<file path="src/rtl/aefl_cfg.svh">
// Offsets, field positions and reset values of the attention and event-flag logic.
`ifndef AEFL_CFG_SVH
`define AEFL_CFG_SVH
`define AEFL_ADDR_SRC_EN      8'h16
`define AEFL_ADDR_PIN_CFG     8'h17
`define AEFL_ADDR_COMBINED    8'h18
`define AEFL_ADDR_HIGH        8'h1A
`define AEFL_ADDR_LOW         8'h1C
`define AEFL_ADDR_REGION      8'h1E
`define AEFL_ADDR_CH_MASK     8'h14
`define AEFL_BIT_CRC_EN       0
`define AEFL_BIT_RMS_EN       1
`define AEFL_BIT_DRIVE        2
`define AEFL_LOGIC_LSB        0
`define AEFL_LOGIC_MSB        1
`define AEFL_SRC_EN_MASK      8'h03
`define AEFL_PIN_CFG_MASK     8'h07
`define AEFL_RESET_BYTE       8'h00
`define AEFL_PULSE_CYCLES     4'h4
`endif

</file>
<file path="src/rtl/aefl_pkg.sv">
// Types shared by the attention and event-flag logic.
package aefl_pkg;
	typedef enum logic [1:0] {AEFL_LOW_LEVEL, AEFL_HIGH_LEVEL, AEFL_LOW_PULSE,
		AEFL_HIGH_PULSE} aefl_style_type;
	typedef enum {AEFL_IDLE, AEFL_PULSE} aefl_state_type;
endpackage

</file>
<file path="src/rtl/aefl_alert_event_flag_logic.sv">
// Attention output and event-flag registers of the eight-channel monitor.
`timescale 1ns/10ps
`include "aefl_cfg.svh"
module aefl_alert_event_flag_logic
	import aefl_pkg::*;
#(
	parameter int CHANNELS = 8
)
(
	// Clock and reset.
	input  wire logic                clk,
	input  wire logic                reset_n,
	// Register port from the serial interface.
	input  wire logic                regWrite,
	input  wire logic [7:0]          regAddr,
	input  wire logic [7:0]          regWdata,
	output logic      [7:0]          regRdata,
	// Per-channel comparator results, same clock domain.
	input  wire logic [CHANNELS-1:0] aboveHigh,
	input  wire logic [CHANNELS-1:0] belowLow,
	input  wire logic [CHANNELS-1:0] insideWindow,
	input  wire logic [CHANNELS-1:0] digitalMode,
	input  wire logic [CHANNELS-1:0] digitalLevel,
	input  wire logic [CHANNELS-1:0] sampleValid,
	// Other notification sources, levels held by their owners.
	input  wire logic                rmsCompleteFlag,
	input  wire logic                inputCrcErrorFlag,
	// Attention pin.
	output logic                     alertOut,
	output logic                     alertOe_n
);
	logic [7:0]          srcEnable_r, srcEnable_nxt;
	logic [7:0]          pinCfg_r, pinCfg_nxt;
	logic [7:0]          chMask_r, chMask_nxt;
	logic [7:0]          region_r, region_nxt;
	logic [CHANNELS-1:0] highFlags_r, highFlags_nxt;
	logic [CHANNELS-1:0] lowFlags_r, lowFlags_nxt;
	logic [CHANNELS-1:0] highSet, lowSet, highClr, lowClr, combined;
	logic [CHANNELS-1:0] pendCh_r;
	logic                rmsPrev_r, crcPrev_r;
	logic                pending;
	logic                newFlag;
	logic [3:0]          pulseCnt_r, pulseCnt_nxt;
	logic [3:0]          queued_r, queued_nxt;
	aefl_state_type      state_r, state_nxt;
	aefl_style_type      style;
	logic                active;
	logic                level;

	assign style = aefl_style_type'(pinCfg_r[`AEFL_LOGIC_MSB:`AEFL_LOGIC_LSB]);

	// Per-channel set terms; a digital input follows the region polarity.
	genvar g;
	generate
		for (g = 0; g < CHANNELS; g++)
		begin : gChan
			always_comb
			begin
				if (digitalMode[g])
				begin
					highSet[g] = sampleValid[g] & (digitalLevel[g] ^ region_r[g]);
					lowSet[g]  = sampleValid[g] & ~(digitalLevel[g] ^ region_r[g]);
				end
				else if (region_r[g])
				begin
					highSet[g] = sampleValid[g] & insideWindow[g];
					lowSet[g]  = sampleValid[g] & insideWindow[g];
				end
				else
				begin
					highSet[g] = sampleValid[g] & aboveHigh[g];
					lowSet[g]  = sampleValid[g] & belowLow[g];
				end
			end
		end
	endgenerate

	assign highClr = (regWrite && regAddr == `AEFL_ADDR_HIGH) ? regWdata[CHANNELS-1:0] : '0;
	assign lowClr  = (regWrite && regAddr == `AEFL_ADDR_LOW) ? regWdata[CHANNELS-1:0] : '0;
	assign combined = highFlags_r | lowFlags_r;

	always_comb
	begin
		srcEnable_nxt = srcEnable_r;
		pinCfg_nxt    = pinCfg_r;
		chMask_nxt    = chMask_r;
		region_nxt    = region_r;
		// Set wins over clear so no event is lost.
		highFlags_nxt = (highFlags_r & ~highClr) | highSet;
		lowFlags_nxt  = (lowFlags_r & ~lowClr) | lowSet;
		if (regWrite)
		begin
			if (regAddr == `AEFL_ADDR_SRC_EN)
				srcEnable_nxt = regWdata & `AEFL_SRC_EN_MASK;
			else if (regAddr == `AEFL_ADDR_PIN_CFG)
				pinCfg_nxt = regWdata & `AEFL_PIN_CFG_MASK;
			else if (regAddr == `AEFL_ADDR_CH_MASK)
				chMask_nxt = regWdata;
			else if (regAddr == `AEFL_ADDR_REGION)
				region_nxt = regWdata;
		end
	end

	always_ff @(posedge clk or negedge reset_n)
	begin
		if (!reset_n)
		begin
			srcEnable_r <= `AEFL_RESET_BYTE;
			pinCfg_r    <= `AEFL_RESET_BYTE;
			chMask_r    <= `AEFL_RESET_BYTE;
			region_r    <= `AEFL_RESET_BYTE;
			highFlags_r <= '0;
			lowFlags_r  <= '0;
		end
		else
		begin
			srcEnable_r <= srcEnable_nxt;
			pinCfg_r    <= pinCfg_nxt;
			chMask_r    <= chMask_nxt;
			region_r    <= region_nxt;
			highFlags_r <= highFlags_nxt;
			lowFlags_r  <= lowFlags_nxt;
		end
	end

	// Read mux; the combined register has no write path at all.
	always_comb
	begin
		if (regAddr == `AEFL_ADDR_SRC_EN)
			regRdata = srcEnable_r;
		else if (regAddr == `AEFL_ADDR_PIN_CFG)
			regRdata = pinCfg_r;
		else if (regAddr == `AEFL_ADDR_COMBINED)
			regRdata = 8'(combined);
		else if (regAddr == `AEFL_ADDR_HIGH)
			regRdata = 8'(highFlags_r);
		else if (regAddr == `AEFL_ADDR_LOW)
			regRdata = 8'(lowFlags_r);
		else if (regAddr == `AEFL_ADDR_REGION)
			regRdata = region_r;
		else if (regAddr == `AEFL_ADDR_CH_MASK)
			regRdata = chMask_r;
		else
			regRdata = `AEFL_RESET_BYTE;
	end

	// Pending sources and rising edges of each source for pulsed styles.
	assign pending = |(combined & chMask_r[CHANNELS-1:0])
		| (srcEnable_r[`AEFL_BIT_RMS_EN] & rmsCompleteFlag)
		| (srcEnable_r[`AEFL_BIT_CRC_EN] & inputCrcErrorFlag);
	assign newFlag = |(combined & ~pendCh_r & chMask_r[CHANNELS-1:0])
		| (srcEnable_r[`AEFL_BIT_RMS_EN] & rmsCompleteFlag & ~rmsPrev_r)
		| (srcEnable_r[`AEFL_BIT_CRC_EN] & inputCrcErrorFlag & ~crcPrev_r);

	// One pulse per cycle with a new flag; flags arriving during a pulse are queued, up to 15, not merged.
	always_comb
	begin
		state_nxt    = state_r;
		pulseCnt_nxt = pulseCnt_r;
		queued_nxt   = queued_r;
		if (newFlag && queued_r != 4'hF)
			queued_nxt = queued_r + 4'h1;
		case (state_r)
			AEFL_IDLE:
			begin
				if (queued_r != 4'h0)
				begin
					state_nxt    = AEFL_PULSE;
					pulseCnt_nxt = `AEFL_PULSE_CYCLES;
					queued_nxt   = queued_nxt - 4'h1;
				end
			end
			AEFL_PULSE:
			begin
				pulseCnt_nxt = pulseCnt_r - 4'h1;
				if (pulseCnt_r == 4'h1)
					state_nxt = AEFL_IDLE;
			end
			default: state_nxt = AEFL_IDLE;
		endcase
		if (style == AEFL_LOW_LEVEL || style == AEFL_HIGH_LEVEL)
		begin
			state_nxt  = AEFL_IDLE;
			queued_nxt = 4'h0;
		end
	end

	always_ff @(posedge clk or negedge reset_n)
	begin
		if (!reset_n)
		begin
			state_r    <= AEFL_IDLE;
			pulseCnt_r <= 4'h0;
			queued_r   <= 4'h0;
			pendCh_r   <= '0;
			rmsPrev_r  <= 1'b0;
			crcPrev_r  <= 1'b0;
		end
		else
		begin
			state_r    <= state_nxt;
			pulseCnt_r <= pulseCnt_nxt;
			queued_r   <= queued_nxt;
			pendCh_r   <= combined & chMask_r[CHANNELS-1:0];
			rmsPrev_r  <= srcEnable_r[`AEFL_BIT_RMS_EN] & rmsCompleteFlag;
			crcPrev_r  <= srcEnable_r[`AEFL_BIT_CRC_EN] & inputCrcErrorFlag;
		end
	end

	assign active = (style == AEFL_LOW_LEVEL || style == AEFL_HIGH_LEVEL) ? pending
		: (state_r == AEFL_PULSE);
	// Style bit zero selects the active-high polarity.
	assign level = active ? style[0] : ~style[0];
	// Open-drain only ever pulls low, so a high level there is left to the pullup.
	assign alertOut  = level;
	assign alertOe_n = pinCfg_r[`AEFL_BIT_DRIVE] ? 1'b0 : level;

	a_rms_asserts: assert property (@(posedge clk) disable iff (!reset_n)
		(style == AEFL_LOW_LEVEL && srcEnable_r[`AEFL_BIT_RMS_EN] && rmsCompleteFlag)
		|-> (alertOut == 1'b0 && alertOe_n == 1'b0))
		else $error("RMS flag did not assert attention.");
	a_crc_asserts: assert property (@(posedge clk) disable iff (!reset_n)
		(style == AEFL_HIGH_LEVEL && srcEnable_r[`AEFL_BIT_CRC_EN] && inputCrcErrorFlag)
		|-> alertOut)
		else $error("CRC flag did not assert attention.");
	a_reserved_zero: assert property (@(posedge clk) disable iff (!reset_n)
		((srcEnable_r & ~`AEFL_SRC_EN_MASK) == 8'h00)
		&& ((pinCfg_r & ~`AEFL_PIN_CFG_MASK) == 8'h00))
		else $error("Reserved bit read nonzero.");
	a_push_pull: assert property (@(posedge clk) disable iff (!reset_n)
		pinCfg_r[`AEFL_BIT_DRIVE] |-> !alertOe_n)
		else $error("Push-pull pin not driven.");
	a_open_drain: assert property (@(posedge clk) disable iff (!reset_n)
		(!pinCfg_r[`AEFL_BIT_DRIVE] && !alertOe_n) |-> !alertOut)
		else $error("Open-drain pin drove high.");
	a_idle_level: assert property (@(posedge clk) disable iff (!reset_n)
		(style == AEFL_HIGH_LEVEL && !pending) |-> !alertOut)
		else $error("Attention active with nothing pending.");
	a_pulse_width: assert property (@(posedge clk) disable iff (!reset_n)
		$rose(state_r == AEFL_PULSE) |-> (state_r == AEFL_PULSE) [*4] ##1 state_r == AEFL_IDLE)
		else $error("Attention pulse has wrong width.");
	a_set_wins: assert property (@(posedge clk) disable iff (!reset_n)
		(highSet[0] && highClr[0]) |=> highFlags_r[0])
		else $error("Clear won over a set.");
	a_write_one: assert property (@(posedge clk) disable iff (!reset_n)
		(lowClr[0] && !lowSet[0]) |=> !lowFlags_r[0])
		else $error("Write one did not clear flag.");
	a_mask_gate: assert property (@(posedge clk) disable iff (!reset_n)
		(style == AEFL_HIGH_LEVEL && srcEnable_r == 8'h00 && chMask_r == 8'h00) |-> !alertOut)
		else $error("Unselected channel asserted attention.");
endmodule

</file>
<file path="config.mk">
export PLATFORM = sky130hd
export DESIGN_NAME = aefl_alert_event_flag_logic
export DESIGN_NICKNAME = d
export VERILOG_FILES = /design/src/rtl/aefl_pkg.sv /design/src/rtl/aefl_alert_event_flag_logic.sv
export VERILOG_INCLUDE_DIRS = /design/src /design/src/rtl
export SDC_FILE = /design/constraint.sdc
export NUM_CORES = 1
export LEC_CHECK = 0
export ABC_AREA = 1
export BUFFER_PORTS_ARGS = -buffer_cell sky130_fd_sc_hd__clkbuf_2
export CELL_PAD_IN_SITES_DETAIL_PLACEMENT = 1
export CELL_PAD_IN_SITES_GLOBAL_PLACEMENT = 1
export CORE_MARGIN = 8
export CORE_UTILIZATION = 43
export CTS_BUF_LIST = sky130_fd_sc_hd__clkbuf_4
export DETAILED_ROUTE_END_ITERATION = 6
export GPL_TIMING_DRIVEN = 0
export PLACE_DENSITY_LB_ADDON = 0.15
export SKIP_CTS_REPAIR_TIMING = 1
export SLEW_MARGIN = 20
export SYNTH_ARGS = -nofsm -noshare
export SYNTH_HDL_FRONTEND = slang
export SYNTH_SLANG_ARGS = --single-unit
</file>
<file path="constraint.sdc">
create_clock -name clk -period 2.92 [get_ports clk]
set_clock_uncertainty 0.2 [all_clocks]
set_input_delay 0.292 -clock clk [delete_from_list [all_inputs] [get_ports clk]]
set_output_delay 0.292 -clock clk [all_outputs]
set_load 0.02 [all_outputs]
</file>
==> results of run 1 <==
==> area by class of cell <==
cell class | count | share of cell area, %
tap | 102 | 3.06
inverter | 79 | 7.12
buffer | 2 | 0.541
clock buffer | 5 | 0.901
timing repair buffer | 97 | 14.2
sequential | 56 | 33.7
multi-input combinational | 327 | 40.1
clock inverter | 3 | 0.331
==> kinds of logic after synthesis <==
group | after synthesis
fa+ha+maj | 5
compound gates | 84
buf+inv | 81
simple gates | 228
xor+xnor | 10
flops | 56
==> sequential cells by signal, summed over array words and instances (netlist names) <==
register	count
rmsPrev_r	1
region_r	8
lowFlags_r	8
pinCfg_r	3
srcEnable_r	2
state_r	1
pendCh_r	8
pulseCnt_r	4
chMask_r	8
queued_r	4
crcPrev_r	1
highFlags_r	8
==> layout by cell type, fill, tap and decap left out, types with 2 or more instances in the layout <==
| master | n |
|---|---|
| nor2_1 | 32 |
| nand2_1 | 115 |
| clkinv_2 | 2 |
| clkbuf_4 | 6 |
| inv_2 | 4 |
| a21oi_1 | 18 |
| o21ai_1 | 12 |
| a221oi_1 | 2 |
| nand2_2 | 6 |
| ha_1 | 5 |
| nand2_4 | 3 |
| clkbuf_2 | 77 |
| dfrtp_1 | 56 |
| xnor2_1 | 9 |
| o21ai_0 | 30 |
| nor3_1 | 5 |
| nor3_4 | 3 |
| o21a_1 | 2 |
| o211ai_1 | 10 |
| o22ai_1 | 4 |
| dlygate4sd3_1 | 18 |
| inv_1 | 75 |
| nor2_2 | 3 |
| nand3_1 | 56 |
| buf_6 | 2 |
==> routing by layer <==
| metal | track usage [%] | vias up | wire length (um) |
|---|---|---|---|
| li1 | - | 1715 | - |
| met1 | 23.3 | 1720 | 4670 |
| met2 | 34.5 | 53 | 5720 |
| met3 | 3.13 | 5 | 294 |
| met4 | 3.98 | 0 | 82 |
| met5 | 0 | - | 0 |
==> metrics by stage <==
step | power, mW | area (um2) | hold WS, ns
2_1_floorplan | 1.02 | 3390 | -0.204
3_3_place_gp | 1.14 | 3910 | 0.273
3_5_place_dp | 1.16 | 3930 | 0.0519
4_1_cts | 1.50 | 3980 | -0.386
5_1_grt | 1.59 | 4160 | -0.0000218
6_report | 1.51 | 4160 | -0.0157
==> worst reg2reg max path: cells and delay by family (launching register included) <==
family          cells  cell delay, ns
simple gates        9            0.92
flops               1            0.44
compound gates      2            0.22
fa+ha+maj           1            0.19
buf+inv             3            0.17
==> where the power goes <==
group	internal, mW	switching, mW	total [mW]	leakage, nW
combinational	0.134	0.194	0.328	1.45
sequential	0.806	0.0287	0.835	0.692
clock	0.0894	0.255	0.344	0.0324
==> worst paths after layout <==
check	end	slack, ns	cells past startpoint
min in group asynchronous	highFlags_r[1]	0.16	2
max	alertOe_n	0.49	8
max in group asynchronous	pendCh_r[6]	1.86	3
max reg2reg	queued_r[2]	0.70	15
min reg2reg	chMask_r[0]	0.32	2
min	highFlags_r[1]	-0.02	3
==> impl_metrics.tcl, run 1 <==
set metrics [dict create \
    status "finished, violations left" \
    violations "negative hold slack" \
    clock-sinks 56 \
    min_period_ns 2.43 \
    endpoint_kind "output pin" \
    drt_iter0_markers 143 \
    antenna_found_initial 0 \
    cp.required_ns 2.43 \
    yosys-top-cells-area "dfrtp_1, nand2_1, inv_1, nand3_1, o21ai_0" \
    seq_area_um2 1400 \
    syn-cell-area_um2 3390 \
    syn_area_per_cell_um2 7.31 \
    synth_xor_area_share_pct 2.58 \
    numCtsBuffers 5 \
    drv_slew 0 \
    syn-num-nets 538 \
    rsz0062_at_grt "no" \
    critical_path_arrival_ns 1.93 \
    path_buf_inv 1 \
    die-area_um2 11000 \
    synth_top_area_share_pct 41.3 \
    critPathLaunchType "flop" \
    critPathMaxFanout 3 \
    max_clock_freq_ghz 0.412 \
    start_util_pct 44.1 \
    grt_max_degree 35 \
    slowest_delay_ns 0.43 \
    max-cap-violations 0 \
    place_ws_ns 0.610 \
    tns_ns 0 \
    ys.warnings.count 0 \
    clock_path_buffers 2 \
    holdWs_ns -0.0157 \
    grt_overflow 0 \
    instances_no_fill 671 \
    multi_input_comb_area_um2 1670 \
    dp_cells 645 \
    worstHoldStart "sampleValid[1]" \
    grt_pass1_wl_um 17400 \
    async_reset_ff_share_pct 100 \
    finalWeightedCongestion 0.802 \
    worstSkewPairLatency_ns 0.38 \
    routed-via-count 3493 \
    finalSetupViolations 0 \
    path_cells "nor2_1, nor2_1, nor3_1, nand3_1, o21ai_0, xnor2_1, nor2_1, clkbuf_2" \
    dieHeight_um 105 \
    cts.clk_slew.worst_paths_ns 0.16 \
    critPathTopFamily "simple AND/OR/NAND/NOR gates" \
    worstSetupPathType "flop to output pin" \
    cts_tree "done" \
    cpMaxStageDelayCell "dfrtp_1" \
    finalCritPeriodShare_pct 83.1 \
    synth_edf_count 0 \
    timing.critical_path.mode_cell "nor2_1" \
    dp_hpwl_um 8320 \
    diodes 0 \
    r2r_start "lowFlags_r[3]" \
    cellLeakagePower_nw 2.18 \
    synth_compound_area_share_pct 14.2 \
    drive_gt1_share_pct 19.5 \
    die_w_um 105 \
    relSlewSlack_pct 62.0 \
    synth_adder_area_share_pct 1.84 \
    finalWorstSetupSlack_ns 0.495 \
    vdd_drop_max_mv 0.195 \
    synth_most_common_cell "nand2_1" \
    ys_seq_area_share_pct 41.3 \
    synth_cells 464 \
    design.core.area_um2 7690 \
    wl_per_cell_um 16.0 \
    fin_nets 642 \
    synth-seq-cells 56 \
    cts_htree_levels 2 \
    ant_nets 0 \
    ys.flop_type "dfrtp_1" \
    io_buffers 78 \
    cts-root-buf "clkbuf_4" \
    tightest_slew_ns 0.569 \
    hold_viol 3 \
    ios 79 \
    synth.top_cells.by_count "nand2_1, inv_1, dfrtp_1, nand3_1, nor2_1" \
    synthSimpleGateAreaFrac_pct 30.7 \
    synth_cell_type_count 33 \
    utilization_pct 54.2 \
    post-route-drc-count 0 \
    first_pass_iters 4 \
    vias_per_cell 5.21 \
    min_path_type "primary input to flop" \
    synth_mux_area_share_pct 0 \
    synth_top_family_by_area "simple AND/OR/NAND/NOR gates" \
    power-per-cell-area_nw_per_um2 362 \
    grt_use_total_pct 19.1 \
    critPathLaunch "lowFlags_r[7]" \
    yosysTopAreaCell "dfrtp_1" \
    rows 32 \
    fill_cells 1057 \
    wl_um 10800 \
    grt_pass1_vias 3643 \
    synthToLayoutAreaGrowth_pct 22.8 \
]
Power figures use the tool's default switching activity.
==> run 2, diff against run 1 <==
- ABC_AREA: 1 -> 0
- CORE_UTILIZATION: 43 -> 38
- clock period: 2.92 -> 2 ns (I/O delays scaled with it)
==> impl_metrics.tcl, run 2 <==
set metrics [dict create \
    ys.warnings.count 0 \
    yosysTopAreaCell "dfrtp_1" \
    drv_slew 0 \
    numCtsBuffers 5 \
    yosys-top-cells-area "dfrtp_1, mux2_2, nand2b_1, nand2_1, a22o_1" \
    syn_area_per_cell_um2 9.58 \
    rows 33 \
    worstSetupPathType "flop to output pin" \
    final_cell_mix "clkbuf_2, dfrtp_1, nand2_1, nand2b_1, mux2_2" \
    synth_edf_count 0 \
    cts_tree "done" \
    synth_top_area_share_pct 43.0 \
    rsz0062_at_grt "yes" \
    grt_max_degree 31 \
    grt_use_total_pct 16.6 \
    max-cap-violations 0 \
    antenna_found_initial 0 \
    clock-sinks 56 \
    grt_overflow 0 \
    wl_per_cell_um 17.8 \
    synth-seq-cells 56 \
    start_util_pct 39.5 \
    die-area_um2 11800 \
    layout_commonest_cell "clkbuf_2" \
    fin_nets 532 \
    hold_viol 0 \
    syn-num-nets 414 \
    ys_seq_area_share_pct 43.0 \
    vias_per_cell 5.44 \
    min_path_type "primary input to async pin" \
    slowest_delay_ns 0.56 \
    critical_path_arrival_ns 2.46 \
    path_cells "o21a_1, or4_4, o32ai_4, xor2_2, nor2b_4, buf_6" \
    critPathMaxFanout 3 \
    die_w_um 109 \
    post-route-drc-count 0 \
    ios 79 \
    ant_nets 0 \
    cpMaxStageDelayCell "or4_4" \
    cts-root-buf "clkbuf_4" \
    ys.flop_type "dfrtp_1" \
    violations "negative setup slack" \
    first_pass_iters 5 \
    synthToLayoutAreaGrowth_pct 36.6 \
    cellLeakagePower_nw 2.05 \
    critPathLaunchType "flop" \
    drt_iter0_markers 61 \
    tns_ns -3.09 \
    relSlewSlack_pct 60.0 \
    cts.clk_slew.worst_paths_ns 0.18 \
    dieHeight_um 109 \
    synth_cell_type_count 49 \
    min_period_ns 2.86 \
    grt_pass1_wl_um 15500 \
    finalWorstSetupSlack_ns -0.856 \
    synth.top_cells.by_count "dfrtp_1, nand2_1, nand2b_1, mux2_2, nor2_1" \
    status "finished, violations left" \
    endpoint_kind "output pin" \
    dp_hpwl_um 7570 \
    syn-cell-area_um2 3260 \
    async_reset_ff_share_pct 100 \
    finalWeightedCongestion 0.796 \
    vdd_drop_max_mv 0.231 \
    cts_htree_levels 2 \
    worstSkewPairLatency_ns 0.40 \
    design.core.area_um2 8260 \
    max_clock_freq_ghz 0.350 \
    grt_pass1_vias 3134 \
    power-per-cell-area_nw_per_um2 521 \
    io_buffers 77 \
    holdWs_ns 0.0597 \
    cp.required_ns 1.60 \
    synth_most_common_cell "dfrtp_1" \
    wl_um 10000 \
    tightest_slew_ns 0.599 \
    r2r_slack_ns -0.33 \
    finalSetupViolations 10 \
    drive_gt1_share_pct 38.8 \
    fill_cells 953 \
    clock_path_buffers 2 \
    routed-via-count 3069 \
    finalCritPeriodShare_pct 143 \
    diodes 0 \
    synth_cells 340 \
]
-- run 2: through the flow --
stage                     utilization [%]  setup WS, ns  total power, mW  std cells  area, um2
after floorplan                         -        -0.337             1.46        340       3280
after global placement               46.0        -0.599             1.64        522       3800
after detailed placement             46.3        -0.670             1.66        523       3820
after CTS                            47.0         -1.03             2.19        531       3880
after global routing                 53.9        -0.968             2.45        564       4450
final                                53.9        -0.856             2.32        564       4450
-- run 2: layout make-up --
cell class | instances | area [um2] | area share (%)
multi-input cells | 259 | 1980 | 44.5
flip-flops and latches | 56 | 1410 | 31.6
repair buffers | 114 | 785 | 17.6
well taps | 105 | 131 | 2.95
inverters | 17 | 63.8 | 1.43
clock buffers | 5 | 37.5 | 0.843
plain buffers | 5 | 25.0 | 0.562
clock inverters | 3 | 21.3 | 0.478
-- run 2: worst max-delay path: cells and delay by family, from the launching register on --
family                    cells  cell delay (ns)
AOI/OAI and AO/OA             2             0.60
DFF                           1             0.45
buffers and inverters         1             0.12
and+or+nand+nor               2             0.72
xor gates and xnor gates      1             0.18
-- run 2: power by group --
part / leakage, nW / internal (mW) / switching (mW)
Clock: 0.0336 / 0.143 / 0.384
Sequential: 0.680 / 1.17 / 0.0316
Combinational: 1.34 / 0.318 / 0.276
-- run 2: metal layers --
metal  global-route usage, %  routed length [um]  vias to the layer above
met4                    4.89                 233                        0
met5                       0                   0                        -
met2                    27.3                4660                       76
met3                    2.32                 359                       15
met1                    22.2                4780                     1503
li1                        -                   -                     1475
-- run 2: path summary, 6_finish.rpt --
kind,start,to,cells after the start
worst min register to register,pulseCnt_r[0],pulseCnt_r[0],1
worst max register to register,highFlags_r[6],queued_r[2],9
max in group asynchronous,reset_n,pendCh_r[2],3
worst max-delay path,highFlags_r[6],alertOe_n,6
min in group clk,digitalLevel[3],lowFlags_r[3],4
worst min-delay path,reset_n,region_r[5],2
-- run 2: logic make-up after synthesis --
logic type / share of synthesized area [%]
and+or+nand+nor: 22.1
AOI/OAI and AO/OA: 19.7
DFF: 43.0
muxes: 8.95
buffers and inverters: 2.92
xor gates and xnor gates: 1.34
adders and majority gates: 1.92
==> run 3, diff against run 2 <==
- SETUP_SLACK_MARGIN: unset -> 0.1
==> impl_metrics.tcl, run 3 (synthesized netlist as in run 2, its figures left out) <==
set metrics [dict create \
    max_clock_freq_ghz 0.368 \
    final_cell_mix "clkbuf_2, dfrtp_1, nand2_1, nand2b_1, mux2_2" \
    critPathLaunchType "flop" \
    worstSetupPathType "flop to output pin" \
    start_util_pct 39.5 \
    relSlewSlack_pct 61.4 \
    finalWorstSetupSlack_ns -0.717 \
    dp_hpwl_um 7500 \
    status "finished, violations left" \
    drive_gt1_share_pct 39.1 \
    grt_pass1_vias 3113 \
    die_w_um 109 \
    numCtsBuffers 5 \
    design.core.area_um2 8260 \
    min_period_ns 2.72 \
    finalPower_mw 2.30 \
    power-per-cell-area_nw_per_um2 506 \
    holdWs_ns 0.0435 \
    synthToLayoutAreaGrowth_pct 39.3 \
    cts_htree_levels 2 \
    dieHeight_um 109 \
    ant_nets 0 \
    rsz0062_at_grt "yes" \
    r2r_slack_ns -0.30 \
    cts-root-buf "clkbuf_4" \
    cp.required_ns 1.60 \
    place_area_um2 3830 \
    hold_viol 0 \
    layout_commonest_cell "clkbuf_2" \
    min_path_type "primary input to async pin" \
    tightest_slew_ns 0.577 \
    drt_iter0_markers 106 \
    vias_per_cell 5.49 \
    cts.clk_slew.worst_paths_ns 0.16 \
    post-route-cell-area_um2 4540 \
    critical_path_arrival_ns 2.32 \
    finalCritPeriodShare_pct 136 \
    die-area_um2 11800 \
    r2r_end "queued_r[2]" \
    drv_slew 0 \
    fin_nets 539 \
    wl_per_cell_um 18.3 \
    clock-sinks 56 \
    max-cap-violations 0 \
    cts_tree "done" \
    ios 79 \
    grt_use_total_pct 16.7 \
    io_buffers 77 \
    worstSkewPairLatency_ns 0.38 \
    vdd_drop_max_mv 0.276 \
    critPathMaxFanout 3 \
    wl_um 10500 \
    r2r_start "lowFlags_r[6]" \
    place_ws_ns -0.619 \
    post-route-drc-count 0 \
    grt_pass1_wl_um 15500 \
    routed-via-count 3141 \
    grt_overflow 0 \
    rows 33 \
    cellLeakagePower_nw 2.09 \
    first_pass_iters 4 \
    finalWeightedCongestion 0.788 \
    violations "negative setup slack" \
    grt_max_degree 39 \
    r2r_cells 9 \
    antenna_found_initial 1 \
    endpoint_kind "output pin" \
    finalSetupViolations 9 \
    clock_path_buffers 2 \
]
## run 3: cell types whose count changed in the layout (fill, tap and decap cells not counted), moves of 2 or more
cell	delta
a22oi_1	-4
a22oi_2	+4
buf_4	+2
buf_6	+4
clkinv_2	+2
inv_6	-2
nor2_2	-2
nor3_2	-2
nor3_4	+2
o21ai_2	-2
## run 3: final cells by class
| class | count | area, um2 |
|---|---|---|
| Clock buffer | 5 | 37.5 |
| Sequential cell | 56 | 1410 |
| Fill cell | 960 | 3720 |
| Clock inverter | 3 | 18.8 |
| Tap cell | 105 | 131 |
| Antenna cell | 1 | 2.50 |
| Buffer | 7 | 46.3 |
| Timing Repair Buffer | 119 | 831 |
| Multi-Input combinational cell | 259 | 2000 |
| Inverter | 17 | 63.8 |
## run 3: worst max path at each step
stage,cells after the start,startpoint,end
floorplan,5,lowFlags_r[6],alertOe_n
global placement,9,lowFlags_r[4],queued_r[2]
detailed placement,9,lowFlags_r[4],queued_r[2]
CTS,7,highFlags_r[2],alertOe_n
global route,6,highFlags_r[3],alertOe_n
finish,6,lowFlags_r[6],alertOe_n
## run 3: worst max-delay path, cell delays in order (launching register included)
cell     delay [ns]
dfrtp_1        0.44
o21a_1         0.23
or4_4          0.56
o32ai_4        0.26
xor2_2         0.18
nor2b_4        0.16
buf_6          0.11
## run 3: stage by stage
step	setup TNS [ns]	cells	util, %
after floorplan	-0.681	340	-
after global placement	-15.88	522	46.1
after CTS	-7.23	531	47.0
final	-2.49	572	55.0
after global routing	-3.48	572	55.0
after detailed placement	-17.24	523	46.4
## run 3: power breakdown
part           internal, mW  leakage [nW]  switching, mW
combinational         0.315          1.37          0.277
sequential             1.17         0.682         0.0357
clock                 0.137        0.0349          0.368
total                  1.62          2.09          0.681
## run 3: per-layer routing
layer	GRT usage, %	share of wire [%]	wire length (um)
met2	27.9	50	5200
met4	4.01	1.7	179
met1	21.6	45	4680
met3	3.09	3.9	409
met5	0	0	0
